$ cat src/pkg/bmda_pkg.sv
package bmda_pkg;

  // ==========================================================
  // ports
  localparam int unsigned NUM_M   = 5;
  localparam int unsigned NUM_S   = 5;
  localparam int unsigned ADDR_W  = 32;
  localparam int unsigned DATA_W  = 32;
  localparam int unsigned MIDX_W  = 3;
  localparam int unsigned SIDX_W  = 3;

  localparam logic [SIDX_W-1:0] S_SRAM = 3'h0;
  localparam logic [SIDX_W-1:0] S_ROM  = 3'h1;
  localparam logic [SIDX_W-1:0] S_HOST = 3'h2;
  localparam logic [SIDX_W-1:0] S_EXT  = 3'h3;
  localparam logic [SIDX_W-1:0] S_PERI = 3'h4;

  // ==========================================================
  // address map
  localparam int unsigned REG_HI = 31;
  localparam int unsigned REG_LO = 28;
  localparam int unsigned MB_HI  = 27;
  localparam int unsigned MB_LO  = 20;

  localparam logic [3:0] REG_INT      = 4'h0;
  localparam logic [3:0] REG_EXT_FIRST = 4'h1;
  localparam logic [3:0] REG_EXT_LAST = 4'h8;
  localparam logic [3:0] REG_PERI     = 4'hf;

  localparam logic [7:0] MB_BOOT = 8'h00;
  localparam logic [7:0] MB_SRAM = 8'h03;
  localparam logic [7:0] MB_ROM  = 8'h04;
  localparam logic [7:0] MB_USBH = 8'h05;
  localparam logic [7:0] MB_DISP = 8'h06;

  localparam logic [2:0] CS_BOOT = 3'h0;

  // ==========================================================
  // arbitration
  localparam logic [1:0] POL_NONE  = 2'h0;
  localparam logic [1:0] POL_LAST  = 2'h1;
  localparam logic [1:0] POL_FIXED = 2'h2;

  localparam int unsigned SLOT_W_DEF = 8;

  typedef enum logic [1:0] {
    BMDA_IDLE = 2'b01,
    BMDA_BUSY = 2'b10
  } bmda_port_e;

  typedef struct packed {
    logic              valid;
    logic [SIDX_W-1:0] slave;
    logic [2:0]        cs;
  } bmda_dec_s;

endpackage : bmda_pkg

$ cat src/pkg/bmda_arb_if.sv
`timescale 1ns/100ps
interface bmda_arb_if #(
  parameter int unsigned SLOT_W = bmda_pkg::SLOT_W_DEF
);
  logic [bmda_pkg::NUM_M-1:0]  req;
  logic                        busy;
  logic [1:0]                  policy;
  logic [bmda_pkg::MIDX_W-1:0] fixed;
  logic [SLOT_W-1:0]           limit;
  logic [bmda_pkg::MIDX_W-1:0] owner;
  logic                        go;

  modport arb (input req, busy, policy, fixed, limit, output owner, go);
  modport mtx (output req, busy, policy, fixed, limit, input owner, go);
endinterface : bmda_arb_if

$ cat src/bmda_arbiter.sv
`timescale 1ns/100ps
module bmda_arbiter #(
  parameter int unsigned SLOT_W = bmda_pkg::SLOT_W_DEF
) (
  // clock and reset
  input wire logic    sys_clk,
  input wire logic    sys_rst,
  // matrix side
  bmda_arb_if.arb     a
);

  typedef struct packed {
    logic [bmda_pkg::MIDX_W-1:0] owner;
    logic                        vld;
    logic [SLOT_W-1:0]           count;
  } bmda_arb_s;

  bmda_arb_s q;
  bmda_arb_s d;
  logic      expired;
  logic      found;
  logic [bmda_pkg::MIDX_W-1:0] pick;

  // ==========================================================
  // round robin search, starting just after the current owner
  always_comb begin
    int unsigned start;
    int unsigned j;
    j     = 0;
    start = q.vld ? int'(q.owner) : bmda_pkg::NUM_M - 1;
    found = 1'b0;
    pick  = '0;
    for (int unsigned i = 1; i <= bmda_pkg::NUM_M; i++) begin
      j = (start + i) % bmda_pkg::NUM_M;
      if (!found && a.req[j]) begin
        found = 1'b1;
        pick  = bmda_pkg::MIDX_W'(j);
      end
    end
  end

  // a zero limit means bursts are never broken
  assign expired = (a.limit != '0) && (q.count >= a.limit);
  assign a.go    = q.vld && a.req[q.owner] && !a.busy && !expired;
  assign a.owner = q.owner;

  // ==========================================================
  // grant update, frozen while the slave is busy
  always_comb begin
    d = q;
    if (a.go) begin
      if (q.count != '1) begin
        d.count = q.count + 1'b1;
      end
    end else if (!a.busy) begin
      if (found) begin
        d.owner = pick;
        d.vld   = 1'b1;
        d.count = '0;
      end else begin
        unique case (a.policy)
          bmda_pkg::POL_NONE: begin
            d.vld = 1'b0;
          end
          bmda_pkg::POL_FIXED: begin
            if (!q.vld || q.owner != a.fixed) begin
              d.count = '0;
            end
            d.owner = a.fixed;
            d.vld   = 1'b1;
          end
          default: begin
            d.vld = q.vld;
          end
        endcase
      end
    end
  end

  always_ff @(posedge sys_clk) begin
    if (sys_rst) begin
      q <= '0;
    end else begin
      q <= d;
    end
  end

endmodule : bmda_arbiter

$ cat src/bmda_matrix.sv
`timescale 1ns/100ps
module bmda_matrix #(
  parameter int unsigned SLOT_W = bmda_pkg::SLOT_W_DEF
) (
  // clock and reset
  input  wire logic                                              sys_clk,
  input  wire logic                                              sys_rst,
  // boot and remap control
  input  wire logic                                              boot_select_pin,
  input  wire logic [1:0]                                        remap_control_bit,
  // arbitration setup, one set per slave
  input  wire logic [bmda_pkg::NUM_S-1:0][1:0]                   arb_policy,
  input  wire logic [bmda_pkg::NUM_S-1:0][bmda_pkg::MIDX_W-1:0]  arb_fixed_master,
  input  wire logic [bmda_pkg::NUM_S-1:0][SLOT_W-1:0]            arb_slot_limit,
  // master ports
  input  wire logic [bmda_pkg::NUM_M-1:0]                        m_req,
  input  wire logic [bmda_pkg::NUM_M-1:0][bmda_pkg::ADDR_W-1:0]  m_addr,
  input  wire logic [bmda_pkg::NUM_M-1:0]                        m_write,
  input  wire logic [bmda_pkg::NUM_M-1:0][bmda_pkg::DATA_W-1:0]  m_wdata,
  output logic      [bmda_pkg::NUM_M-1:0]                        m_done,
  output logic      [bmda_pkg::NUM_M-1:0]                        m_err,
  output logic      [bmda_pkg::NUM_M-1:0][bmda_pkg::DATA_W-1:0]  m_rdata,
  // slave ports
  output logic      [bmda_pkg::NUM_S-1:0]                        s_sel,
  output logic      [bmda_pkg::NUM_S-1:0][bmda_pkg::ADDR_W-1:0]  s_addr,
  output logic      [bmda_pkg::NUM_S-1:0]                        s_write,
  output logic      [bmda_pkg::NUM_S-1:0][bmda_pkg::DATA_W-1:0]  s_wdata,
  output logic      [bmda_pkg::NUM_S-1:0][bmda_pkg::MIDX_W-1:0]  s_master,
  input  wire logic [bmda_pkg::NUM_S-1:0]                        s_ready,
  input  wire logic [bmda_pkg::NUM_S-1:0][bmda_pkg::DATA_W-1:0]  s_rdata,
  // external bus chip selects, one hot
  output logic      [7:0]                                        external_chip_select
);

  localparam int unsigned NM = bmda_pkg::NUM_M;
  localparam int unsigned NS = bmda_pkg::NUM_S;

  typedef struct packed {
    logic [NM-1:0]                       done;
    logic [NM-1:0]                       err;
    logic [NM-1:0][bmda_pkg::DATA_W-1:0] rdata;
    bmda_pkg::bmda_port_e [NS-1:0]       st;
    logic [NS-1:0]                       sel;
    logic [NS-1:0][bmda_pkg::ADDR_W-1:0] addr;
    logic [NS-1:0]                       wr;
    logic [NS-1:0][bmda_pkg::DATA_W-1:0] wdata;
    logic [NS-1:0][bmda_pkg::MIDX_W-1:0] mst;
    logic [7:0]                          cs;
    logic                                boot;
  } bmda_mtx_s;

  bmda_mtx_s q;
  bmda_mtx_s d;

  // ==========================================================
  // address decode, private to each master
  function automatic bmda_pkg::bmda_dec_s bmda_decode(
    input logic [bmda_pkg::ADDR_W-1:0] addr,
    input logic                        cpu,
    input logic                        remap,
    input logic                        boot
  );
    bmda_pkg::bmda_dec_s r;
    logic [3:0] region;
    logic [7:0] mb;
    r      = '0;
    region = addr[bmda_pkg::REG_HI:bmda_pkg::REG_LO];
    mb     = addr[bmda_pkg::MB_HI:bmda_pkg::MB_LO];
    if (region == bmda_pkg::REG_INT) begin
      r.valid = 1'b1;
      // unmapped megabytes of region zero fall to the default and abort
      unique case (mb)
        bmda_pkg::MB_BOOT: begin
          if (cpu && remap) begin
            r.slave = bmda_pkg::S_SRAM;
          end else if (boot) begin
            r.slave = bmda_pkg::S_ROM;
          end else begin
            r.slave = bmda_pkg::S_EXT;
            r.cs    = bmda_pkg::CS_BOOT;
          end
        end
        bmda_pkg::MB_SRAM: r.slave = bmda_pkg::S_SRAM;
        bmda_pkg::MB_ROM:  r.slave = bmda_pkg::S_ROM;
        bmda_pkg::MB_USBH: r.slave = bmda_pkg::S_HOST;
        bmda_pkg::MB_DISP: r.slave = bmda_pkg::S_HOST;
        default:           r.valid = 1'b0;
      endcase
    end else if (region >= bmda_pkg::REG_EXT_FIRST && region <= bmda_pkg::REG_EXT_LAST) begin
      r.valid = 1'b1;
      r.slave = bmda_pkg::S_EXT;
      r.cs    = 3'(region - bmda_pkg::REG_EXT_FIRST);
    end else if (region == bmda_pkg::REG_PERI) begin
      r.valid = 1'b1;
      r.slave = bmda_pkg::S_PERI;
    end
    return r;
  endfunction : bmda_decode

  // only the two processor ports see the boot area move
  function automatic logic bmda_is_cpu(input int unsigned m);
    return m < 2;
  endfunction : bmda_is_cpu

  bmda_pkg::bmda_dec_s [NM-1:0] dec;
  logic [NS-1:0][NM-1:0]        want;
  logic [NM-1:0]                live;

  // a master is ignored in the cycle its answer shows, since it still holds
  // the old request then and would otherwise be served twice
  assign live = m_req & ~q.done;

  always_comb begin
    want = '0;
    for (int unsigned m = 0; m < NM; m++) begin
      dec[m] = bmda_decode(m_addr[m], bmda_is_cpu(m),
                           bmda_is_cpu(m) ? remap_control_bit[m[0]] : 1'b0,
                           q.boot);
      if (live[m] && dec[m].valid) begin
        want[dec[m].slave][m] = 1'b1;
      end
    end
  end

  // ==========================================================
  // one arbiter per slave
  bmda_arb_if #(.SLOT_W(SLOT_W)) arb_if [NS] ();

  logic [NS-1:0]                       go;
  logic [NS-1:0][bmda_pkg::MIDX_W-1:0] owner;

  for (genvar s = 0; s < NS; s++) begin : g_arb
    assign arb_if[s].req    = want[s];
    assign arb_if[s].busy   = (q.st[s] == bmda_pkg::BMDA_BUSY);
    assign arb_if[s].policy = arb_policy[s];
    assign arb_if[s].fixed  = arb_fixed_master[s];
    assign arb_if[s].limit  = arb_slot_limit[s];
    assign go[s]            = arb_if[s].go;
    assign owner[s]         = arb_if[s].owner;

    bmda_arbiter #(.SLOT_W(SLOT_W)) u_arb (
      .sys_clk (sys_clk),
      .sys_rst (sys_rst),
      .a       (arb_if[s])
    );
  end

  // ==========================================================
  // transfer sequencing
  always_comb begin
    d      = q;
    d.done = '0;
    d.err  = '0;
    for (int unsigned m = 0; m < NM; m++) begin
      // an abort never touches a slave, it is answered from here
      if (live[m] && !dec[m].valid) begin
        d.done[m] = 1'b1;
        d.err[m]  = 1'b1;
        d.rdata[m] = '0;
      end
    end
    for (int unsigned s = 0; s < NS; s++) begin
      unique case (q.st[s])
        bmda_pkg::BMDA_IDLE: begin
          if (go[s]) begin
            d.st[s]    = bmda_pkg::BMDA_BUSY;
            d.sel[s]   = 1'b1;
            d.addr[s]  = m_addr[owner[s]];
            d.wr[s]    = m_write[owner[s]];
            d.wdata[s] = m_wdata[owner[s]];
            d.mst[s]   = owner[s];
            // chip select follows the owner's own decode, so masters never mix
            if (s == int'(bmda_pkg::S_EXT)) begin
              d.cs = 8'h01 << dec[owner[s]].cs;
            end
          end
        end
        bmda_pkg::BMDA_BUSY: begin
          // ready is accepted in the first select cycle, no wait state
          if (s_ready[s]) begin
            d.st[s]           = bmda_pkg::BMDA_IDLE;
            d.sel[s]          = 1'b0;
            d.done[q.mst[s]]  = 1'b1;
            d.rdata[q.mst[s]] = s_rdata[s];
            if (s == int'(bmda_pkg::S_EXT)) begin
              d.cs = 8'h00;
            end
          end
        end
        default: begin
          d.st[s]  = bmda_pkg::BMDA_IDLE;
          d.sel[s] = 1'b0;
        end
      endcase
    end
  end

  always_ff @(posedge sys_clk) begin
    if (sys_rst) begin
      q      <= '0;
      q.st   <= {NS{bmda_pkg::BMDA_IDLE}};
      // the strap is caught every reset cycle, so the last one wins
      q.boot <= boot_select_pin;
    end else begin
      q <= d;
    end
  end

  // ==========================================================
  // outputs
  // every port is a register copy, so no decode glitch leaves the block
  assign m_done               = q.done;
  assign m_err                = q.err;
  assign m_rdata              = q.rdata;
  assign s_sel                = q.sel;
  assign s_addr               = q.addr;
  assign s_write              = q.wr;
  assign s_wdata              = q.wdata;
  assign s_master             = q.mst;
  assign external_chip_select = q.cs;

endmodule : bmda_matrix
$ cat config.mk
export PLATFORM = sky130hd
export DESIGN_NAME = bmda_matrix
export DESIGN_NICKNAME = d
export VERILOG_FILES = /design/src/pkg/bmda_pkg.sv /design/src/pkg/bmda_arb_if.sv /design/src/bmda_arbiter.sv /design/src/bmda_matrix.sv
export SDC_FILE = /design/constraint.sdc
export NUM_CORES = 2
export LEC_CHECK = 0
export ABC_AREA = 1
export BUFFER_PORTS_ARGS = -buffer_cell sky130_fd_sc_hd__buf_2
export CAP_MARGIN = 25
export CORE_AREA = 2 2 429 431
export DETAILED_ROUTE_END_ITERATION = 7
export DIE_AREA = 0 0 431 433
export PLACE_DENSITY_LB_ADDON = 0.05
export RECOVER_POWER = 50
export SLEW_MARGIN = 20
export SYNTH_ARGS = -nofsm -noshare
export SYNTH_HDL_FRONTEND = slang
export SYNTH_HIERARCHICAL = 1
export SYNTH_SLANG_ARGS = --single-unit
$ cat constraint.sdc
create_clock -name sys_clk -period 5.4 [get_ports sys_clk]
set_input_delay 1.08 -clock sys_clk [delete_from_list [all_inputs] [get_ports sys_clk]]
set_output_delay 1.08 -clock sys_clk [all_outputs]
set_load 0.02 [all_outputs]
# Word-level counts from Yosys, hierarchy flattened

Cells that the tools add are included.

Multiplexer cells: 322
Shift operators: 1
Magnitude comparators: 65
Add/subtract/negate cells: 35
Div/mod/pow operators: 25
Reductions and logical operators: 187
Eq/ne operators: 70
Bitwise gates (word level): 21

Operators with widths:

| kind                    | number |
|---|---|
| $mux W160               | 9 |
| $bmux W32 S3            | 10 |
| $bwmux W160             | 5 |
| $lt A32 B4 Y1 const B   | 25 |
| $mod A32 B3 Y32 const B | 25 |
| $mux W32                | 20 |
| $demux W32 S3           | 5 |
| $add A32 B2 Y32 const B | 10 |
| $add A32 B3 Y32 const B | 10 |
| $mux W8                 | 27 |
| $mux W162               | 1 |
| $add A32 B1 Y32 const B | 5 |
| $mux W3                 | 43 |
| $mux W25                | 5 |
| $eq A8 B3 Y1 const B    | 15 |
| $bmux W1 S3             | 35 |
| $or A25 B25 Y25         | 4 |
| $mux W1                 | 86 |
| $demux W5 S3            | 5 |
| $logic_and A1 B1 Y1     | 65 |
| $lt A3 B4 Y1 const B    | 15 |
| $mux W12                | 5 |
| $mux W5                 | 11 |
| $pmux W3 S3             | 5 |
| 40 further kinds        | 280 |

Flip-flop bits (word level): 594
Logic and storage cells: 780
Input bits: 565

# Longest topological paths before layout

Word-level depth: 35
Depth in mapped cells: 29
Gate-level depth less buffers: 28

# Cells and area by module

The synthesis kept the hierarchy.

By module, submodules not included:

| module       | times used | sequential area each (µm²) | cells an instance | area an instance (µm²) |
|---|---|---|---|---|
| bmda_matrix  | 1          | 10600.2                    | 7160              | 42324.3 |
| bmda_arbiter | 5          | 240.2                      | 384               | 2302.2 |

# Worst setup path after synthesis

Ideal clock, no wire load.

Kind: input-to-reg
Start point: input m_addr[60] in the netlist's numbering
End point: register q, in the netlist s_addr[68]
Slack: 1036 ps
Required time: 5326 ps
Cell stages on the path: 23
Data arrival time: 4290 ps
Library setup time: 74 ps
Cell sequence: inv_1 ha_1 inv_1 o21ai_0 inv_1 nand2_1 nand2_1 nor3_1 inv_1 or2_2 nor3_1 inv_1 a21oi_1 o21ai_0 nand3_1 nand3_1 clkinv_1 nand3_1 clkbuf_1 nor2_1 clkbuf_1 nand2_1 a31oi_1

RTL lines:

| item               | line              | text |
|---|---|---|
| start: declaration | bmda_matrix.sv:17 | `input wire logic [bmda_pkg::NUM_M-1:0][bmda_pkg::ADDR_W-1:0] m_addr,` |
| end: declaration   | bmda_matrix.sv:52 | `bmda_mtx_s q;` |

# Worst setup path in the final report

Start point: register q[357] in the netlist's numbering
End point: register q, in the netlist m_done[3]

Word-level cells in the longest chain between the ends: 11

RTL lines:

| item                          | line               | text |
|---|---|---|
| $eq A2 B2 Y1 (*)              | -                  |  |
| net arb_if[1].busy            | bmda_arb_if.sv:6   | `logic busy;` |
| $mux W5 (*)                   | bmda_matrix.sv:163 | `unique case (q.st[s])` |
| $or A5 B5 Y5 (no source line) | -                  |  |
| $mux W5                       | bmda_matrix.sv:180 | `if (s_ready[s]) begin` |
| $mux W5 (*)                   | bmda_matrix.sv:163 |  |
| $or A5 B5 Y5 (no source line) | -                  |  |
| $mux W5                       | bmda_matrix.sv:180 |  |
| $mux W5 (*)                   | bmda_matrix.sv:163 |  |
| $or A5 B5 Y5 (no source line) | -                  |  |
| $mux W5                       | bmda_matrix.sv:180 |  |
| $mux W5 (*)                   | bmda_matrix.sv:163 |  |

Mark *: on every way through the listed nets, which the timed path passes. The rest lies on a longest branch.
A chain may end at the register's enable or synchronous reset.

==> summary by stage <==
Status
The run finished, with violations left. The checks that failed: max-capacitance violations, max-slew violations.

Layout
The growth of design area from synthesis to finish is 11.7%. The final-layout fill cell count is 20.8k. In the final layout, the share of cells above drive strength 1 is 11.4%. The layout net count is 10.0k. The end-of-flow core utilization is 33.0%. The library cell used most frequently in the layout, excluding fill and tap cells, is sky130_fd_sc_hd__nand2_1.

After routing the design area is 0.0602 mm². The library cells used most frequently in the layout, excluding fill and tap cells, are sky130_fd_sc_hd__nand2_1, sky130_fd_sc_hd__a21oi_1, sky130_fd_sc_hd__o21ai_0.

STA
The number of failing hold endpoints at the final stage was 0. Summed over all failing endpoints, the final setup total negative slack is 0 ns. The worst hold slack across all endpoints is 0.464 ns. On the final layout, the worst clock skew is 0.0400 ns. For this run, the top clock speed supported by timing is 200 MHz.

The number of pins exceeding their max-slew limit in the final report was 308. The share of the clock period used by the worst path is between 90 and 100%. The worst relative slew slack is -151%. Setup violations remaining at the end of the flow were counted as 0. Setup repair after global routing left no endpoint under its margin.

The shortest clock period the worst path allows after layout is around 5.0 ns. The slew at the pin closest to its max-slew limit is 3.76 ns.

Drt
The wire length after detailed routing is 339 mm. The final routed DRC violation total is 0. The first routing iteration left between 6k and 7k violations. In the routed layout, each cell is associated on average with a via count of between 5 and 6. In this run the remaining antenna-violating nets after routing total 0. The count of TritonRoute iterations in the first routing pass is 8. Dividing the detail-routed wire length by the instance count gives 28.6 µm. Summing over every cut layer, the via total after detailed routing is about 65k.

Synthesis
The number of warnings issued by yosys is 6. The share of the Yosys chip area taken by registers is 21.9%. Synthesis produced a netlist with a net count of 9807. For this run, the leading register cell type out of synthesis is sky130_fd_sc_hd__dfxtp_1. Yosys mapped the design onto 53 distinct sky130hd cell types. The number of enable-type register cells in the synthesized netlist is 1. The gate count of the mapped netlist is 9080. Counting flops with an async set or reset pin after synthesis yields a share of 0%. The combined area of all synthesized cells is between 0.05 and 0.06 mm². The mean instance size in the synthesized netlist is 5.93 µm². Counting flops and latches in the post-synthesis netlist gives approximately 590.

Global routing
The total overflow left after global routing is 0. Global routing used about a third of the available tracks. The largest net degree at the start of global routing is 142. The via count of the first global-routing pass is between 50k and 60k. The first global-routing pass estimated 465 mm of wire.

The number of antenna violations at the first check in global routing is 144.

Die
The number of cell rows is 157. The height of the die is 433 µm. The initial utilization of the core area, before any placement, comes to 29.6%. The die covers between 0.15 and 0.2 mm². The count of boundary I/O pins is around 1.1k. The die width is 431 µm.

The floorplan step defined a core boundary enclosing about 0.18 mm².

CTS
The post-CTS setup buffer count is 0. The number of hold buffers added after cts is 0. TritonCTS built the clock tree.

The count of clock tree sinks is 589. The clock latency on the worst-skew pair is 0.76 ns. The master cell of the clock root buffer is sky130_fd_sc_hd__clkbuf_16. In this run, CTS created clock tree buffers numbering 86. The clock tree synthesis step divided the H-tree into 3 levels. The clock edge transition at the registers on the reported setup and hold paths is 0.06 ns. The post-cts gate resize count is 0. The maximum number of buffers from clock root to sink is 3.

Min path
The path type of the worst min-delay path is reg -> reg.

Worst setup path
The data arrival time of the critical path is 5.56 ns. STA classifies the critical path endpoint as a flip-flop. The critical path is of the reg -> reg type. The critical path required time is 5.97 ns. STA classifies the critical path startpoint as a flip-flop. Of all nets on the critical path, the largest fanout is 33.

Place
In this run the cell area measured after placement is between 0.05 and 0.06 mm². The placed wire-length estimate is 243 mm. The number of port buffers is 1087.

Routability-driven placement finished with a final weighted congestion of 0.936.

Pwr
The leakage power figure is 26.2 nW. IR analysis of the VDD net gives a maximum drop of 0.287 mV. The power density relative to cell area is 444 mW/mm².

Job
The tool flagged a number of max-cap violations equal to 4.
==> stage by stage <==
step | worst slack [ns] | total power, mW | cells
finish | 0.409 | 26.7 | 11800
global route | 0.505 | 28.4 | 11800
CTS | 1.03 | 26.8 | 11700
detailed placement | 0.265 | 20.7 | 11600
global placement | 0.301 | 20.6 | 11600
floorplan | 1.04 | 15.8 | 9080
==> area by class of cell <==
cell class              count  area (µm²)  area share (%)
flip-flops and latches    589       11800            19.7
inverters                 928        3520            5.84
clock buffers             131        2550            4.24
well taps                2385        2980            4.96
repair buffers           1250        6280            10.4
diodes                     92         230           0.383
multi-input cells        6443       32400            53.9
clock inverters            24         318           0.528
==> where the power goes <==
| group | internal, mW | switching [mW] | total [mW] | leakage (nW) |
|---|---|---|---|---|
| sequential | 5.04 | 0.683 | 5.72 | 4.78 |
| clock | 3.50 | 2.55 | 6.05 | 1.41 |
| combinational | 4.01 | 11.0 | 15.0 | 20.0 |
| total | 12.5 | 14.2 | 26.7 | 26.2 |
==> registers in the layout, indices dropped and copies added, names as in the netlist, 8 cells and up <==
register,flops
m_rdata,160
s_addr,160
s_wdata,160
g_arb.u_arb/q,45
g_arb.u_arb/a.owner,15
s_master,15
q,10
external_chip_select,8
==> path summary, 6_finish.rpt <==
kind	from	end	slack (ns)	depth (start not counted)
setup / recovery	q[357]$_SDFFE_PP0P_	m_done[3]$_SDFF_PP0_	0.41	8
hold / removal	external_chip_select[3]$_SDFFE_PP0P_	external_chip_select[3]$_SDFFE_PP0P_	0.46	2
setup reg to reg	q[357]$_SDFFE_PP0P_	m_done[3]$_SDFF_PP0_	0.41	8
hold reg to reg	external_chip_select[3]$_SDFFE_PP0P_	external_chip_select[3]$_SDFFE_PP0P_	0.46	2
==> layer usage <==
| metal | vias to the layer above | track usage, % | part of all wire, % |
|---|---|---|---|
| met1 | 30800 | 41.1 | 39 |
| met4 | 32 | 27.8 | 9.3 |
| met5 | - | 0 | 0.058 |
| met2 | 3286 | 53.7 | 44 |
| li1 | 30300 | - | - |
| met3 | 844 | 7.20 | 8.0 |
==> logic make-up after synthesis <==
logic type,Yosys count,share of synthesized area (%)
AND/OR/NAND/NOR,3130,24.5
AO/OA/AOI/OAI,3080,30.2
buffers and inverters,2048,18.3
flip-flops,589,21.9
adder cells (fa/ha/maj),162,3.77
XOR/XNOR,71,1.33
==> cells in the mapped netlist, types with 4 or more instances <==
master / number / area [µm²]
sky130_fd_sc_hd__o21a_2: 5 / 43.8
sky130_fd_sc_hd__o41ai_1: 5 / 43.8
sky130_fd_sc_hd__o21ai_1: 68 / 340
sky130_fd_sc_hd__inv_1: 882 / 3310
sky130_fd_sc_hd__dfxtp_1: 588 / 11800
sky130_fd_sc_hd__a21oi_1: 1552 / 7770
sky130_fd_sc_hd__inv_2: 38 / 143
sky130_fd_sc_hd__nor3b_1: 5 / 37.5
sky130_fd_sc_hd__o221ai_1: 11 / 96.3
sky130_fd_sc_hd__buf_2: 76 / 380
sky130_fd_sc_hd__buf_1: 87 / 327
sky130_fd_sc_hd__a211oi_1: 4 / 30.0
sky130_fd_sc_hd__nand3_2: 11 / 110
sky130_fd_sc_hd__nor2_2: 8 / 50.1
sky130_fd_sc_hd__nand2_4: 15 / 169
sky130_fd_sc_hd__nor2_1: 223 / 837
sky130_fd_sc_hd__o31ai_1: 13 / 97.6
sky130_fd_sc_hd__nand4_1: 49 / 307
sky130_fd_sc_hd__a31oi_1: 117 / 732
sky130_fd_sc_hd__o21ai_2: 10 / 87.6
sky130_fd_sc_hd__nor3_1: 36 / 180
sky130_fd_sc_hd__ha_1: 162 / 2030
sky130_fd_sc_hd__nand3_1: 508 / 2540
sky130_fd_sc_hd__xnor2_1: 25 / 219
sky130_fd_sc_hd__or2_2: 20 / 125
sky130_fd_sc_hd__nor4_1: 6 / 37.5
sky130_fd_sc_hd__nand2_2: 30 / 188
sky130_fd_sc_hd__o2111ai_1: 6 / 52.6
sky130_fd_sc_hd__xor2_1: 41 / 359
sky130_fd_sc_hd__xor2_4: 5 / 138
sky130_fd_sc_hd__o21ai_0: 1100 / 5510
sky130_fd_sc_hd__nand3b_1: 18 / 135
sky130_fd_sc_hd__nand2_1: 2178 / 8180
sky130_fd_sc_hd__o31ai_2: 5 / 62.6
sky130_fd_sc_hd__a41oi_1: 10 / 87.6
sky130_fd_sc_hd__clkbuf_1: 407 / 1530
sky130_fd_sc_hd__nand2_8: 5 / 100
sky130_fd_sc_hd__o211ai_1: 61 / 458
sky130_fd_sc_hd__clkinv_1: 8 / 30.0
sky130_fd_sc_hd__o22ai_1: 6 / 37.5
sky130_fd_sc_hd__nor2_4: 10 / 113
sky130_fd_sc_hd__buf_4: 548 / 4110
sky130_fd_sc_hd__a22oi_1: 105 / 788
==> critical path: stages (launching register included) <==
cell,delay [ns]
sky130_fd_sc_hd__dfxtp_1,0.55
sky130_fd_sc_hd__inv_1,0.24
sky130_fd_sc_hd__nor2_2,0.53
sky130_fd_sc_hd__nand2_1,0.22
sky130_fd_sc_hd__nor3_1,0.28
sky130_fd_sc_hd__clkbuf_1,2.31
sky130_fd_sc_hd__a2111oi_0,0.22
sky130_fd_sc_hd__clkbuf_1,0.28
sky130_fd_sc_hd__a31oi_1,0.18
Power figures use the tool's default switching activity.
